**src/pkg/fspc_defines.svh**
```systemverilog
// Constants of the flash self-program control block.
// Assumes inclusion by bare name from design files.
`ifndef FSPC_DEFINES_SVH
`define FSPC_DEFINES_SVH

// ------------------------------------------------------------
// Register map and fields
// ------------------------------------------------------------
`define FSPC_CTRL_OFFSET 8'h00
`define FSPC_CTRL_RESET  8'h00
`define FSPC_BIT_IE      7
`define FSPC_BIT_BUSY    6
`define FSPC_BIT_RES     5
`define FSPC_CMD_MSB     4

// ------------------------------------------------------------
// Low-five-bit command patterns: none and the five legal ones
// ------------------------------------------------------------
`define FSPC_CMD_NONE    5'h00
`define FSPC_CMD_REEN    5'h11
`define FSPC_CMD_LOCK    5'h09
`define FSPC_CMD_WRITE   5'h05
`define FSPC_CMD_ERASE   5'h03
`define FSPC_CMD_LOAD    5'h01

// ------------------------------------------------------------
// Windows, pointer layout, buffer, fuse select
// ------------------------------------------------------------
`define FSPC_SPM_WINDOW  3'h4
`define FSPC_LPM_WINDOW  3'h3
`define FSPC_WORD_LSB    1
`define FSPC_WORD_MSB    7
`define FSPC_PAGE_LSB    8
`define FSPC_PAGE_MSB    15
`define FSPC_BUF_DEPTH   128
`define FSPC_ERASED_WORD 16'hFFFF
`define FSPC_SEL_FLOW    2'h0
`define FSPC_SEL_LOCK    2'h1
`define FSPC_SEL_FEXT    2'h2
`define FSPC_SEL_FHIGH   2'h3
`define FSPC_LOCK_LSB    2
`define FSPC_LOCK_MSB    5
`define FSPC_LOCK_FILL   8'hC3

`endif

```
**src/pkg/fspc_pkg.sv**
```systemverilog
// Types shared by the flash self-program control block.
// Assumes nothing beyond a SystemVerilog compiler.
package fspc_pkg;

    // Sequencer states, one-hot
    typedef enum logic [2:0] {
        FSPC_IDLE  = 3'b001,
        FSPC_ARMED = 3'b010,
        FSPC_BUSY  = 3'b100
    } fspc_state_t;

    // Flash array operations
    typedef enum logic [1:0] {
        FSPC_OP_NONE  = 2'h0,
        FSPC_OP_ERASE = 2'h1,
        FSPC_OP_WRITE = 2'h2,
        FSPC_OP_LOCK  = 2'h3
    } fspc_op_t;

    // Instruction strobes from the CPU core
    typedef struct packed {
        logic        store;
        logic        load;
        logic [15:0] ptr;
        logic [15:0] data_pair;
    } fspc_cpu_req_t;

    // Operation handed to the flash array
    typedef struct packed {
        fspc_op_t    kind;
        logic [7:0]  page;
        logic [7:0]  lock_data;
    } fspc_flash_op_t;

endpackage

```
**src/design/fspc_page_buffer.sv**
```systemverilog
// Temporary page buffer with once-only word loads.
// Assumes the flash array reads it only during a page write.
`timescale 1ns/1ps
`include "fspc_defines.svh"

module fspc_page_buffer (
    input  wire logic        clk_in,
    input  wire logic        rst_b_in,
    input  wire logic        clear_in,
    input  wire logic        wr_in,
    input  wire logic [6:0]  wr_addr_in,
    input  wire logic [15:0] wr_data_in,
    input  wire logic [6:0]  rd_addr_in,
    output logic [15:0]      rd_data_out
);
    logic [15:0] mem_q [`FSPC_BUF_DEPTH];
    logic [`FSPC_BUF_DEPTH-1:0] filled_q;
    logic [15:0] rd_q;

    // Per-word fill flag: a word takes data once between clears
    for (genvar i = 0; i < `FSPC_BUF_DEPTH; i++) begin : g_word
        logic hit;
        assign hit = wr_in && (wr_addr_in == 7'(i)) && !filled_q[i];
        always_ff @(posedge clk_in) begin
            if (!rst_b_in || clear_in) begin
                filled_q[i] <= 1'b0;                      // [RULE22]
            end else if (hit) begin
                filled_q[i] <= 1'b1;
            end
            if (hit) begin
                mem_q[i] <= wr_data_in;                   // [RULE21]
            end
        end
    end

    // Unfilled words read as erased flash
    always_ff @(posedge clk_in) begin
        if (!rst_b_in) begin
            rd_q <= `FSPC_ERASED_WORD;
        end else begin
            rd_q <= filled_q[rd_addr_in] ? mem_q[rd_addr_in] : `FSPC_ERASED_WORD;
        end
    end

    assign rd_data_out = rd_q;
endmodule

```
**src/design/fspc_top.sv**
```systemverilog
// Flash self-program sequencer: control register, arming window,
// page buffer, section busy, halt and ready interrupt.
// Assumes CPU strobes, flash array and register port share clk_in.
//
// Function
// [RULE1]: fuse picks application or boot reset vector
// [RULE2]: fuses are read-only inputs, never CPU-written
// [RULE3]: control resets zero, bit five reads zero
// [RULE4]: ready interrupt while enabled and store-enable clear
// [RULE5]: erase/write to READ_WHILE_WRITE_SECTION sets busy, blocks reads
// [RULE6]: re-enable command clears busy once idle
// [RULE7]: word load clears section busy flag
// [RULE8]: re-enable write aborts buffer loading
// [RULE9]: lock command programs lock bits from low data
// [RULE10]: lock bit clears on completion or timeout
// [RULE11]: load instruction returns lock or fuse bits
// [RULE12]: page write copies buffer to pointer page
// [RULE13]: page erase clears pointer page
// [RULE14]: halt CPU during NO_READ_WHILE_WRITE_SECTION erase or write
// [RULE15]: store-enable alone loads data pair to buffer
// [RULE16]: store-enable clears after store or timeout
// [RULE17]: only five low patterns take effect
// [RULE18]: target address latched at operation start
// [RULE19]: upper pointer selects page, lower selects word
// [RULE20]: software erases before writing, same page
// [RULE21]: buffer words load in any order
// [RULE22]: buffer clears on write, re-enable, reset
// [RULE23]: EEPROM write blocks programming and fuse reads
// [RULE24]: windows count from the accepting write cycle
`timescale 1ns/1ps
`include "fspc_defines.svh"

module fspc_top #(
    parameter logic [15:0] BOOT_RESET_ADDR = 16'hF000,
    parameter logic [7:0]  NO_READ_WHILE_WRITE_SECTION_FIRST_PAGE = 8'hF0
) (
    input  wire logic                   clk_in,
    input  wire logic                   rst_b_in,
    input  wire logic [7:0]             reg_addr_in,
    input  wire logic [7:0]             reg_wdata_in,
    input  wire logic                   reg_wr_in,
    input  wire logic                   reg_rd_in,
    output logic [7:0]                  reg_rdata_out,
    input  wire fspc_pkg::fspc_cpu_req_t cpu_req_in,
    input  wire logic                   global_irq_en_in,
    input  wire logic                   eeprom_busy_in,
    input  wire logic                   flash_done_in,
    input  wire logic [6:0]             flash_buf_addr_in,
    input  wire logic                   boot_reset_select_fuse_in,
    input  wire logic [7:0]             fuse_low_in,
    input  wire logic [7:0]             fuse_high_in,
    input  wire logic [7:0]             fuse_ext_in,
    input  wire logic [7:0]             lock_bits_in,
    output logic                        flash_start_out,
    output fspc_pkg::fspc_flash_op_t    flash_op_out,
    output logic [15:0]                 flash_buf_data_out,
    output logic                        cpu_halt_out,
    output logic                        rww_read_block_out,
    output logic                        ready_irq_out,
    output logic                        lpm_valid_out,
    output logic [7:0]                  lpm_data_out,
    output logic [15:0]                 reset_vector_out
);
    // ------------------------------------------------------------
    // State
    // ------------------------------------------------------------
    fspc_pkg::fspc_state_t    state_q, state_d;
    fspc_pkg::fspc_flash_op_t op_q, op_d;
    logic [4:0]  cmd_q, cmd_d;
    logic        ie_q, ie_d;
    logic        busy_q, busy_d;
    logic        start_q, start_d;
    logic        halt_q, halt_d;
    logic        irq_q, irq_d;
    logic        lpm_v_q, lpm_v_d;
    logic [7:0]  lpm_q, lpm_d;
    logic [7:0]  rdata_q, rdata_d;
    logic [15:0] vec_q, vec_d;
    logic        tmr_start, tmr_stop;
    logic        store_open, load_open, expire;
    logic        buf_wr, buf_clr;
    logic        ctrl_wr, legal;
    logic [7:0]  ptr_page;
    logic [6:0]  ptr_word;

    // Pointer split for store operations
    assign ptr_page = cpu_req_in.ptr[`FSPC_PAGE_MSB:`FSPC_PAGE_LSB];   // [RULE19]
    assign ptr_word = cpu_req_in.ptr[`FSPC_WORD_MSB:`FSPC_WORD_LSB];   // [RULE15]
    assign ctrl_wr  = reg_wr_in && (reg_addr_in == `FSPC_CTRL_OFFSET);

    // Patterns outside the five legal ones are dropped
    assign legal = (reg_wdata_in[`FSPC_CMD_MSB:0] == `FSPC_CMD_REEN)  ||
                   (reg_wdata_in[`FSPC_CMD_MSB:0] == `FSPC_CMD_LOCK)  ||
                   (reg_wdata_in[`FSPC_CMD_MSB:0] == `FSPC_CMD_WRITE) ||
                   (reg_wdata_in[`FSPC_CMD_MSB:0] == `FSPC_CMD_ERASE) ||
                   (reg_wdata_in[`FSPC_CMD_MSB:0] == `FSPC_CMD_LOAD);   // [RULE17]

    // ------------------------------------------------------------
    // Submodules
    // ------------------------------------------------------------
    fspc_window_timer u_timer (
        .clk_in         (clk_in),
        .rst_b_in       (rst_b_in),
        .start_in       (tmr_start),
        .stop_in        (tmr_stop),
        .store_open_out (store_open),
        .load_open_out  (load_open),
        .expire_out     (expire)
    );

    fspc_page_buffer u_buf (
        .clk_in      (clk_in),
        .rst_b_in    (rst_b_in),
        .clear_in    (buf_clr),
        .wr_in       (buf_wr),
        .wr_addr_in  (ptr_word),
        .wr_data_in  (cpu_req_in.data_pair),
        .rd_addr_in  (flash_buf_addr_in),
        .rd_data_out (flash_buf_data_out)
    );

    // ------------------------------------------------------------
    // Sequencer next state
    // ------------------------------------------------------------
    // Commands are accepted only when idle, so a write during an
    // erase or write cannot disturb it; the enable bit is always free.
    always_comb begin
        state_d   = state_q;
        op_d      = op_q;
        cmd_d     = cmd_q;
        ie_d      = ie_q;
        busy_d    = busy_q;
        start_d   = 1'b0;
        lpm_v_d   = 1'b0;
        lpm_d     = lpm_q;
        tmr_start = 1'b0;
        tmr_stop  = 1'b0;
        buf_wr    = 1'b0;
        buf_clr   = 1'b0;
        if (ctrl_wr) begin
            ie_d = reg_wdata_in[`FSPC_BIT_IE];
        end
        unique case (state_q)
            fspc_pkg::FSPC_IDLE: begin
                // EEPROM write locks out arming entirely
                if (ctrl_wr && legal && !eeprom_busy_in) begin          // [RULE17] [RULE23]
                    cmd_d     = reg_wdata_in[`FSPC_CMD_MSB:0];
                    state_d   = fspc_pkg::FSPC_ARMED;
                    tmr_start = 1'b1;                                   // [RULE24]
                    if (reg_wdata_in[`FSPC_CMD_MSB:0] == `FSPC_CMD_REEN) begin
                        buf_clr = 1'b1;                                 // [RULE8] [RULE22]
                    end
                end
            end
            fspc_pkg::FSPC_ARMED: begin
                if (cpu_req_in.store && store_open && !eeprom_busy_in) begin
                    tmr_stop = 1'b1;
                    cmd_d    = `FSPC_CMD_NONE;                          // [RULE16]
                    state_d  = fspc_pkg::FSPC_IDLE;
                    unique case (cmd_q)
                        `FSPC_CMD_LOAD: begin
                            buf_wr = 1'b1;                              // [RULE15]
                            busy_d = 1'b0;                              // [RULE7]
                        end
                        `FSPC_CMD_REEN: begin
                            busy_d = 1'b0;                              // [RULE6]
                        end
                        `FSPC_CMD_LOCK: begin
                            // Pointer and high byte play no part here
                            op_d.kind      = fspc_pkg::FSPC_OP_LOCK;    // [RULE9]
                            op_d.page      = 8'h00;
                            op_d.lock_data = `FSPC_LOCK_FILL;
                            op_d.lock_data[`FSPC_LOCK_MSB:`FSPC_LOCK_LSB] =
                                cpu_req_in.data_pair[`FSPC_LOCK_MSB:`FSPC_LOCK_LSB];
                            cmd_d   = cmd_q;
                            start_d = 1'b1;
                            state_d = fspc_pkg::FSPC_BUSY;
                        end
                        `FSPC_CMD_WRITE,
                        `FSPC_CMD_ERASE: begin
                            op_d.kind = (cmd_q == `FSPC_CMD_WRITE) ?
                                        fspc_pkg::FSPC_OP_WRITE :
                                        fspc_pkg::FSPC_OP_ERASE;        // [RULE12] [RULE13]
                            op_d.page      = ptr_page;                  // [RULE18]
                            op_d.lock_data = 8'h00;
                            cmd_d   = cmd_q;                            // [RULE16]
                            start_d = 1'b1;
                            state_d = fspc_pkg::FSPC_BUSY;
                            if (ptr_page < NO_READ_WHILE_WRITE_SECTION_FIRST_PAGE) begin
                                busy_d = 1'b1;                          // [RULE5]
                            end
                        end
                        default: begin
                            cmd_d = `FSPC_CMD_NONE;
                        end
                    endcase
                end else if (cpu_req_in.load && load_open && (cmd_q == `FSPC_CMD_LOCK)) begin
                    tmr_stop = 1'b1;
                    cmd_d    = `FSPC_CMD_NONE;                          // [RULE10]
                    state_d  = fspc_pkg::FSPC_IDLE;
                    // Fuse reads are withheld during an EEPROM write
                    if (!eeprom_busy_in) begin                          // [RULE23]
                        lpm_v_d = 1'b1;                                 // [RULE11]
                        unique case (cpu_req_in.ptr[1:0])
                            `FSPC_SEL_FLOW:  lpm_d = fuse_low_in;
                            `FSPC_SEL_LOCK:  lpm_d = lock_bits_in;
                            `FSPC_SEL_FEXT:  lpm_d = fuse_ext_in;
                            `FSPC_SEL_FHIGH: lpm_d = fuse_high_in;
                        endcase
                    end
                end else if (expire) begin
                    cmd_d   = `FSPC_CMD_NONE;                           // [RULE10] [RULE13] [RULE16]
                    state_d = fspc_pkg::FSPC_IDLE;
                end
            end
            fspc_pkg::FSPC_BUSY: begin
                // Store-enable and the command bit stay up until done
                if (flash_done_in) begin
                    cmd_d   = `FSPC_CMD_NONE;                           // [RULE12] [RULE16]
                    state_d = fspc_pkg::FSPC_IDLE;
                    op_d.kind = fspc_pkg::FSPC_OP_NONE;
                    if (op_q.kind == fspc_pkg::FSPC_OP_WRITE) begin
                        buf_clr = 1'b1;                                 // [RULE22]
                    end
                end
            end
            default: begin
                state_d = fspc_pkg::FSPC_IDLE;
                cmd_d   = `FSPC_CMD_NONE;
            end
        endcase
    end

    // ------------------------------------------------------------
    // Output next values
    // ------------------------------------------------------------
    always_comb begin
        // CPU halts only for array work inside the NO_READ_WHILE_WRITE_SECTION section
        halt_d = (state_d == fspc_pkg::FSPC_BUSY) &&
                 (op_d.kind != fspc_pkg::FSPC_OP_LOCK) &&
                 (op_d.page >= NO_READ_WHILE_WRITE_SECTION_FIRST_PAGE);                        // [RULE14]
        irq_d  = ie_d && global_irq_en_in && !cmd_d[0];                 // [RULE4]
        // Fuses are plain inputs; no path lets the CPU change them
        vec_d  = boot_reset_select_fuse_in ? 16'h0000 : BOOT_RESET_ADDR; // [RULE1] [RULE2]
        rdata_d = 8'h00;
        if (reg_rd_in && (reg_addr_in == `FSPC_CTRL_OFFSET)) begin
            rdata_d = {ie_q, busy_q, 1'b0, cmd_q};                      // [RULE3]
        end
    end

    always_ff @(posedge clk_in) begin
        if (!rst_b_in) begin
            state_q <= fspc_pkg::FSPC_IDLE;
            op_q    <= '0;
            cmd_q   <= `FSPC_CMD_NONE;
            ie_q    <= 1'b0;                                            // [RULE3]
            busy_q  <= 1'b0;
            start_q <= 1'b0;
            halt_q  <= 1'b0;
            irq_q   <= 1'b0;
            lpm_v_q <= 1'b0;
            lpm_q   <= 8'h00;
            rdata_q <= `FSPC_CTRL_RESET;
            vec_q   <= 16'h0000;
        end else begin
            state_q <= state_d;
            op_q    <= op_d;
            cmd_q   <= cmd_d;
            ie_q    <= ie_d;
            busy_q  <= busy_d;
            start_q <= start_d;
            halt_q  <= halt_d;
            irq_q   <= irq_d;
            lpm_v_q <= lpm_v_d;
            lpm_q   <= lpm_d;
            rdata_q <= rdata_d;
            vec_q   <= vec_d;
        end
    end

    assign reg_rdata_out      = rdata_q;
    assign flash_start_out    = start_q;
    assign flash_op_out       = op_q;
    assign cpu_halt_out       = halt_q;
    assign rww_read_block_out = busy_q;                                 // [RULE5]
    assign ready_irq_out      = irq_q;
    assign lpm_valid_out      = lpm_v_q;
    assign lpm_data_out       = lpm_q;
    assign reset_vector_out   = vec_q;
endmodule

```
**src/design/fspc_window_timer.sv**
```systemverilog
// Arming window counter for store and load instructions.
// Assumes start and stop come from logic on the same clock.
`timescale 1ns/1ps
`include "fspc_defines.svh"

module fspc_window_timer (
    input  wire logic clk_in,
    input  wire logic rst_b_in,
    input  wire logic start_in,
    input  wire logic stop_in,
    output logic      store_open_out,
    output logic      load_open_out,
    output logic      expire_out
);
    logic [2:0] cnt_q;
    logic [2:0] cnt_d;

    // Reload on start, clear on stop, count down to zero otherwise
    always_comb begin
        cnt_d = cnt_q;
        if (start_in) begin
            cnt_d = `FSPC_SPM_WINDOW;
        end else if (stop_in) begin
            cnt_d = 3'h0;
        end else if (cnt_q != 3'h0) begin
            cnt_d = cnt_q - 3'h1;
        end
    end

    always_ff @(posedge clk_in) begin
        if (!rst_b_in) begin
            cnt_q <= 3'h0;
        end else begin
            cnt_q <= cnt_d;
        end
    end

    // Load window is the first three of the four store cycles
    assign store_open_out = (cnt_q != 3'h0);
    assign load_open_out  = (cnt_q > (`FSPC_SPM_WINDOW - `FSPC_LPM_WINDOW));
    assign expire_out     = (cnt_q == 3'h1);
endmodule

```
**config.mk**
```make
export PLATFORM = sky130hd
export DESIGN_NAME = fspc_top
export DESIGN_NICKNAME = d
export VERILOG_FILES = /design/src/pkg/fspc_pkg.sv /design/src/design/fspc_page_buffer.sv /design/src/design/fspc_top.sv /design/src/design/fspc_window_timer.sv
export VERILOG_INCLUDE_DIRS = /design/src /design/src/pkg
export SDC_FILE = /design/constraint.sdc
export NUM_CORES = 2
export LEC_CHECK = 0
export BUFFER_PORTS_ARGS = -buffer_cell sky130_fd_sc_hd__buf_2
export CAP_MARGIN = 20
export CORE_MARGIN = 1.5
export CORE_UTILIZATION = 42
export CTS_CLUSTER_DIAMETER = 50
export DETAILED_ROUTE_END_ITERATION = 10
export PLACE_DENSITY = 0.62
export SLEW_MARGIN = 20
export SYNTH_ARGS = -nofsm -noshare
export SYNTH_HDL_FRONTEND = slang
export SYNTH_SLANG_ARGS = --single-unit
```
**constraint.sdc**
```tcl
create_clock -name clk_in -period 4.1 [get_ports clk_in]
set_clock_uncertainty 0.05 [all_clocks]
set_input_delay 0.41 -clock clk_in [delete_from_list [all_inputs] [get_ports clk_in]]
set_output_delay 0.41 -clock clk_in [all_outputs]
set_load 0.01 [all_outputs]
```
# [Word level (Yosys, flattened, before mapping)]
# Memories as Yosys holds them, arrays and structs flattened. A register that Yosys moved wholly into a read port is not among the register bits.
# Cells that the tools add are included.
[op_classes] add_sub_neg=1 n_lt_le_gt_ge=4 eq_ne=152 muxes=682 n_bitwise=5 reduce_logical=551
[ops] op="two-way mux 16 bit" count=129
[ops] op="OR reduction 16 bit" count=127
[ops] op="two-way mux 7 bit" count=127
[ops] op="== test 7 bit (second input constant)" count=64
[ops] op="two-way mux 1 bit" count=400
[ops] op="logical AND 1 bit" count=268
[ops] op="== test 7 x 6 -> 1 bit (second input constant)" count=32
[ops] op="logical NOT 1 bit" count=132
[ops] op="== test 7 x 5 -> 1 bit (second input constant)" count=16
[ops] op="== test 7 x 4 -> 1 bit (second input constant)" count=8
[ops] op="case mux 18 bit (2 select lines)" count=1
[ops] op="case mux 8 bit (4 select lines)" count=1
[ops] op="two-way mux 5 bit" count=6
[ops] op="== test 7 x 3 -> 1 bit (second input constant)" count=4
[ops] op="two-way mux 3 bit" count=9
[ops] op="two-way mux 18 bit" count=1
[ops] op="case mux 5 bit (3 select lines)" count=1
[ops] op="== test 7 x 2 -> 1 bit (second input constant)" count=2
[ops] op="AND reduction 4 bit" count=3
[ops] op="== test 5 x 1 -> 1 bit (second input constant)" count=2
[ops] op="== test 5 x 2 -> 1 bit (second input constant)" count=2
[ops] op="== test 5 x 3 -> 1 bit (second input constant)" count=2
[ops] op="== test 5 x 4 -> 1 bit (second input constant)" count=2
[ops] op="== test 5 bit (second input constant)" count=2
[ops] op="31 further kinds" count=54
[totals] reg_bits=195 ram_bits=2048 in_bits=97 output_inout_bits=71 wordCells=1542 n_memories=1
[memory_table] name="u_buf.mem_q" depth=128 word_bits=16 read_ports=1 rd_ports_with_merged_regs=1 write_ports=1 line="fspc_page_buffer.sv:16" text="logic [15:0] mem_q [`FSPC_BUF_DEPTH];"

# [Logic depth before layout (Yosys ltp)]
[logic_depth] word_depth=137 depth_mapped=11 mapped_depth_nobuf=8

# [By module]
# From an unflattened synthesis, not the netlist that was laid out.
[hier_totals] hier_cells=4389 hier_area_um2=87152.3
[modules_own_cells] mod="fspc_page_buffer" n_inst=1 cells_per_inst=4128 area_each_um2=84711.2 seq_area_each_um2=64381.7
[modules_own_cells] mod="fspc_top" n_inst=1 cells_per_inst=239 area_each_um2=2249.7 seq_area_each_um2=900.9
[modules_own_cells] mod="fspc_window_timer" n_inst=1 cells_per_inst=22 area_each_um2=191.4 seq_area_each_um2=60.1

# [Worst setup path before layout]
# No wires, ideal clock.
[synth_path] kind="register to register" from="reg u_timer.cnt_q[0]" to="mem u_buf.mem_q[40][0], enable pin" setup_time_ns=0.430 t_arrival_ns=3.493 required_time_ns=3.620 setup_slack_ns=0.127 path_stages_with_launch=8 path_buffers=0 period_less_slack_ns=3.973 path_cell_list="dfxtp_1 -> inv_1 -> ha_1 -> nor2b_1 -> nor4_1 -> nand2_1 -> or4_1 -> nor4_1"
[synth_via] word_cells_on_any_way=898 cone_classes="mux (512); reduce/logical (386)"
[synth_rtl] element="from (decl)" line="fspc_window_timer.sv:15" text="logic [2:0] cnt_q;"
[synth_rtl] element="from (signal assigned)" line="fspc_window_timer.sv:34" text="cnt_q <= cnt_d;"
[synth_rtl] element="nonzero test 3 bit *" line="fspc_window_timer.sv:39" text="assign store_open_out = (cnt_q != 3'h0);"
[synth_rtl] element="logical AND 1 bit * (2 in a row)" line="fspc_top.sv:156" text="if (cpu_req_in.store && store_open && !eeprom_busy_in) begin"
[synth_rtl] element="two-way mux 1 bit *" line="fspc_top.sv:156"
[synth_rtl] element="two-way mux 1 bit *" line="fspc_top.sv:143" text="unique case (state_q)"
[synth_rtl] element="logical AND 1 bit * (2 in a row)" line="fspc_page_buffer.sv:23" text="assign hit = wr_in && (wr_addr_in == 7'(i)) && !filled_q[i];"
[synth_rtl] element="net u_buf.g_word[40].hit" line="fspc_page_buffer.sv:22" text="logic hit;"
[synth_rtl] element="two-way mux 1 bit *" line="fspc_page_buffer.sv:30" text="if (hit) begin"
[synth_rtl] element="two-way mux 1 bit (not written as such) *" line="fspc_page_buffer.sv:31" text="mem_q[i] <= wr_data_in;"
[synth_rtl] element="OR reduction 16 bit (no line)"
[synth_rtl] element="two-way mux 7 bit (no line) / two-way mux 1 bit (equally long branches) (88 in a row)"
[synth_rtl] element="to (decl)" line="fspc_page_buffer.sv:16"
# Mark *: on every way through the listed nets, which the timed path passes. The rest lies on a longest branch.

# [Worst setup path in the final report]
[layout_path] from="reg u_timer.cnt_q[0]" to="mem u_buf.mem_q[54][12], enable pin"
[layout_via] word_cells_on_any_way=898 cone_classes="mux (512); reduce/logical (386)"
[layout_rtl] element="nonzero test 3 bit *" line="fspc_window_timer.sv:39"
[layout_rtl] element="logical AND 1 bit * (2 in a row)" line="fspc_top.sv:156"
[layout_rtl] element="two-way mux 1 bit *" line="fspc_top.sv:156"
[layout_rtl] element="two-way mux 1 bit *" line="fspc_top.sv:143"
[layout_rtl] element="logical AND 1 bit * (2 in a row)" line="fspc_page_buffer.sv:23"
[layout_rtl] element="net u_buf.g_word[54].hit" line="fspc_page_buffer.sv:22"
[layout_rtl] element="two-way mux 1 bit *" line="fspc_page_buffer.sv:30"
[layout_rtl] element="two-way mux 1 bit (not written as such) *" line="fspc_page_buffer.sv:31"
[layout_rtl] element="OR reduction 16 bit (no line)"
[layout_rtl] element="two-way mux 7 bit (no line) / two-way mux 1 bit (equally long branches) (74 in a row)"
# Marks and branches as above.

==> flow_summary.toml <==
[critical_path]
criticalPathCategory = "reg2reg"
crit_path_start_kind = "flop"
worstPathRequired_ns = 4.59
crit_arrival_ns = 4.11
reg2regPathDepth = 9
path_max_fanout = 16
endpoint_kind = "flop"

[sta]
final_max_slew_viol_count = 0
finalSetupViolCount = 0
fin_crit_ns = 3.62
slew_headroom_pct = 24.3
totalNegativeSetupSlack_ns = 0
fmax_ghz = 0.276
min_period_over_period_pct = 88.3
hold_viol_final = 0
worst_pin_slew_ns = 1.13
rsz0062_at_grt = "no"

[detailed_routing]
topRoutingLayerUsed = "met5"
wl_met2_um = 106000
finalWirelength_um = 220000
viasPerCell = 5.82
wl_met1_um = 92500
post_drt_wl_per_cell_um = 29.2
num_vias = 43900
drt_iter0_markers = 5113
first_pass_iters = 8
drc_errors = 0
dr_wl_met3_um = 13200
ant_nets = 0

[power]
power.density_nw_per_um2 = 479
peakVddDrop_uv = 484
leakage_nw = 31.7

[synth]
synth-edff-count = 2048
synth_compound_area_share_pct = 3.66
netlist_top_cells_area = "edfxtp_1 71%, mux4_2 15%, dfxtp_1 4.4%, a22oi_1 1.2%, o21a_1 1.1%"
ys_warn_count = 0
muxShareOfSynthArea_pct = 15.9
dominantRegCellSynth = "edfxtp_1"
syn_inst = 4196
synth_top_area_cell = "edfxtp_1"
synth_top_family_by_area = "multiplexers"
synth_xor_area_share_pct = 0.0404
netlist_area_um2 = 86700
avgSynthCellArea_um2 = 20.7
synth_fa_ha_area_share_pct = 0.0548
synth_simple_gate_area_share_pct = 3.06
async_flop_share_pct = 0
synth_top_area_share_pct = 70.9
yosysSeqAreaShare_pct = 75.3
synth_seq_cells = 2240
synth.distinct_cells = 67

[clocking]
cts_buffer_depth = 3
cts_made_buffers = 230
root_buffer = "clkbuf_16"
clk-insertion-delay-late_ns = 0.88
tritoncts = "yes"
clock_sinks = 2240
htreeDepth = 4
clk_pin_slew_worst_paths_ns = 0.06

[placed_design]
dp.final_hpwl_um = 134000
place_area_um2 = 92400
io_buffers = 152
place.gp.congestion = 0.857

[cells_and_area]
area_growth_pct = 16.1
fin_nets = 4736
fin_area_um2 = 101000
layout-drive-gt1-share_pct = 31.2

[hold_path]
hold_class = "in2reg"
min_path_cells = 1

[grt]
track_usage_pct = 20.9
gr-total-overflow = 0
grt_pass1_wl_um = 315000
antenna_found_initial = 20
grt_pass1_vias = 43900
grt_max_degree = 129

[job]
maxCapViolCount = 0

[die]
ioPinCount = 168
core_um2 = 205000
num_rows = 166
dieHeight_um = 457
die-area_um2 = 209000
die_w_um = 457
initial_core_util_pct = 42.3

[outcome]
status = "finished clean"
[area by class of cell]
| type | count | area [µm²] |
|---|---|---|
| clock inverter | 140 | 1480 |
| fill | 16400 | 104000 |
| tap | 2688 | 3360 |
| sequential | 2240 | 65300 |
| antenna | 12 | 30.0 |
| multi-input combinational | 1676 | 20400 |
| timing repair buffer | 479 | 3790 |
| inverter | 9 | 36.3 |
| clock buffer | 299 | 6200 |
[worst max-delay path, stage by stage (launching register included)]
cell	delay, ns
dfxtp_1	0.35
inv_1	0.09
ha_1	0.23
nor2b_1	0.18
or4_1	0.59
nor4_2	0.70
nand2_1	0.20
buf_4	0.28
nor3_2	0.22
buf_4	0.36
[final timing paths]
kind	slack, ns	from	end
max	0.48	u_timer.cnt_q[0]$_SDFFE_PP0N_	u_buf.mem_q[54][12]$_DFFE_PP_
min	0.05	cpu_req_in[5]	u_buf.mem_q[58][5]$_DFFE_PP_
max reg2reg	0.48	u_timer.cnt_q[0]$_SDFFE_PP0N_	u_buf.mem_q[54][12]$_DFFE_PP_
min reg2reg	0.41	flop	flop
[cells by family after synthesis]
logic type | after synthesis
mux | 661
xor+xnor | 4
compound gates | 456
fa+ha+maj | 4
buf+inv | 292
other cells | 1
flops | 2240
simple gates | 538
[metrics by stage]
stage | setup WS, ns | total power, mW | util [%] | cells | hold slack [ns]
after global placement | 0.552 | 27.7 | 45.1 | 7039 | 0.391
final | 0.482 | 48.2 | 49.1 | 7543 | 0.0507
after CTS | 0.455 | 48.6 | 49.1 | 7531 | 0.0359
after global routing | 0.392 | 49.5 | 49.1 | 7535 | 0.0376
after detailed placement | 0.497 | 27.7 | 45.1 | 7039 | 0.402
after floorplan | 0.127 | 26.7 | - | 4208 | 0.380
[where the power goes]
part,total [mW],leakage (nW),switching [mW],internal (mW)
combinational,2.30,8.05,1.44,0.865
sequential,24.9,19.9,0.0198,24.9
clock,20.9,3.73,8.93,12.0
[registers in the layout (all words and copies together) (netlist names), named ones only]
register and cells:
u_buf.mem_q 2048, flash_start_out 1, lpm_valid_out 1, reset_vector_out 1
u_timer.cnt_q 3, ie_q 1, u_buf.rd_data_out 16, rww_read_block_out 1
lpm_data_out 8, flash_op_out 11, cmd_q 5, cpu_halt_out 1
u_buf.filled_q 128, ready_irq_out 1, reg_rdata_out 7, state_q 3
[routing by layer]
layer / vias up / global-route usage, %
met5: - / 0
met4: 4 / 7.84
met3: 355 / 2.80
met2: 1596 / 33.2
met1: 23500 / 29.6
li1: 18400 / -
[synth_stat cells, types with 19 or more instances]
| cell | instances |
|---|---|
| nand3_1 | 68 |
| o211ai_1 | 48 |
| nand4_1 | 20 |
| o21a_1 | 124 |
| buf_2 | 65 |
| mux2_2 | 32 |
| dfxtp_1 | 192 |
| mux2i_1 | 61 |
| o21ai_0 | 46 |
| a22oi_1 | 133 |
| a21oi_1 | 57 |
| nand2b_1 | 19 |
| nor3_1 | 129 |
| buf_6 | 24 |
| mux4_2 | 562 |
| a31oi_1 | 22 |
| buf_4 | 77 |
| nor2_1 | 177 |
| clkbuf_1 | 105 |
| edfxtp_1 | 2048 |
| nand2_1 | 54 |
[cell usage in the layout, fill, tap and decap left out, types with 5 or more instances in the layout]
cell,instances
nand4b_1,16
mux2_2,32
clkinv_16,6
nor2b_1,10
nand3_1,68
diode_2,12
nor4_2,6
clkinvlp_4,9
nor2_1,173
a31oi_1,22
mux2i_1,61
nand2_1,54
clkinv_2,43
dlygate4sd3_1,53
o21ai_0,46
mux4_1,6
conb_1,13
bufinv_16,20
clkinv_1,39
buf_2,132
buf_4,260
clkbuf_16,235
nor3_2,124
mux4_2,562
o211ai_1,48
edfxtp_1,2048
o21a_1,124
nor3_1,5
inv_6,10
nand4_1,20
dfxtp_1,192
clkbuf_1,56
buf_12,29
and2_1,15
nand2b_1,18
clkbuf_8,8
a22oi_1,133
inv_1,7
a21oi_1,57
[what timing repair did]
item	in CTS	in global routing
buffers inserted	0	0
hold buffers	53	0
resized for setup	0	0
endpoints found under the hold margin	143	0
Note: power is estimated with default switching activity, not from simulation.
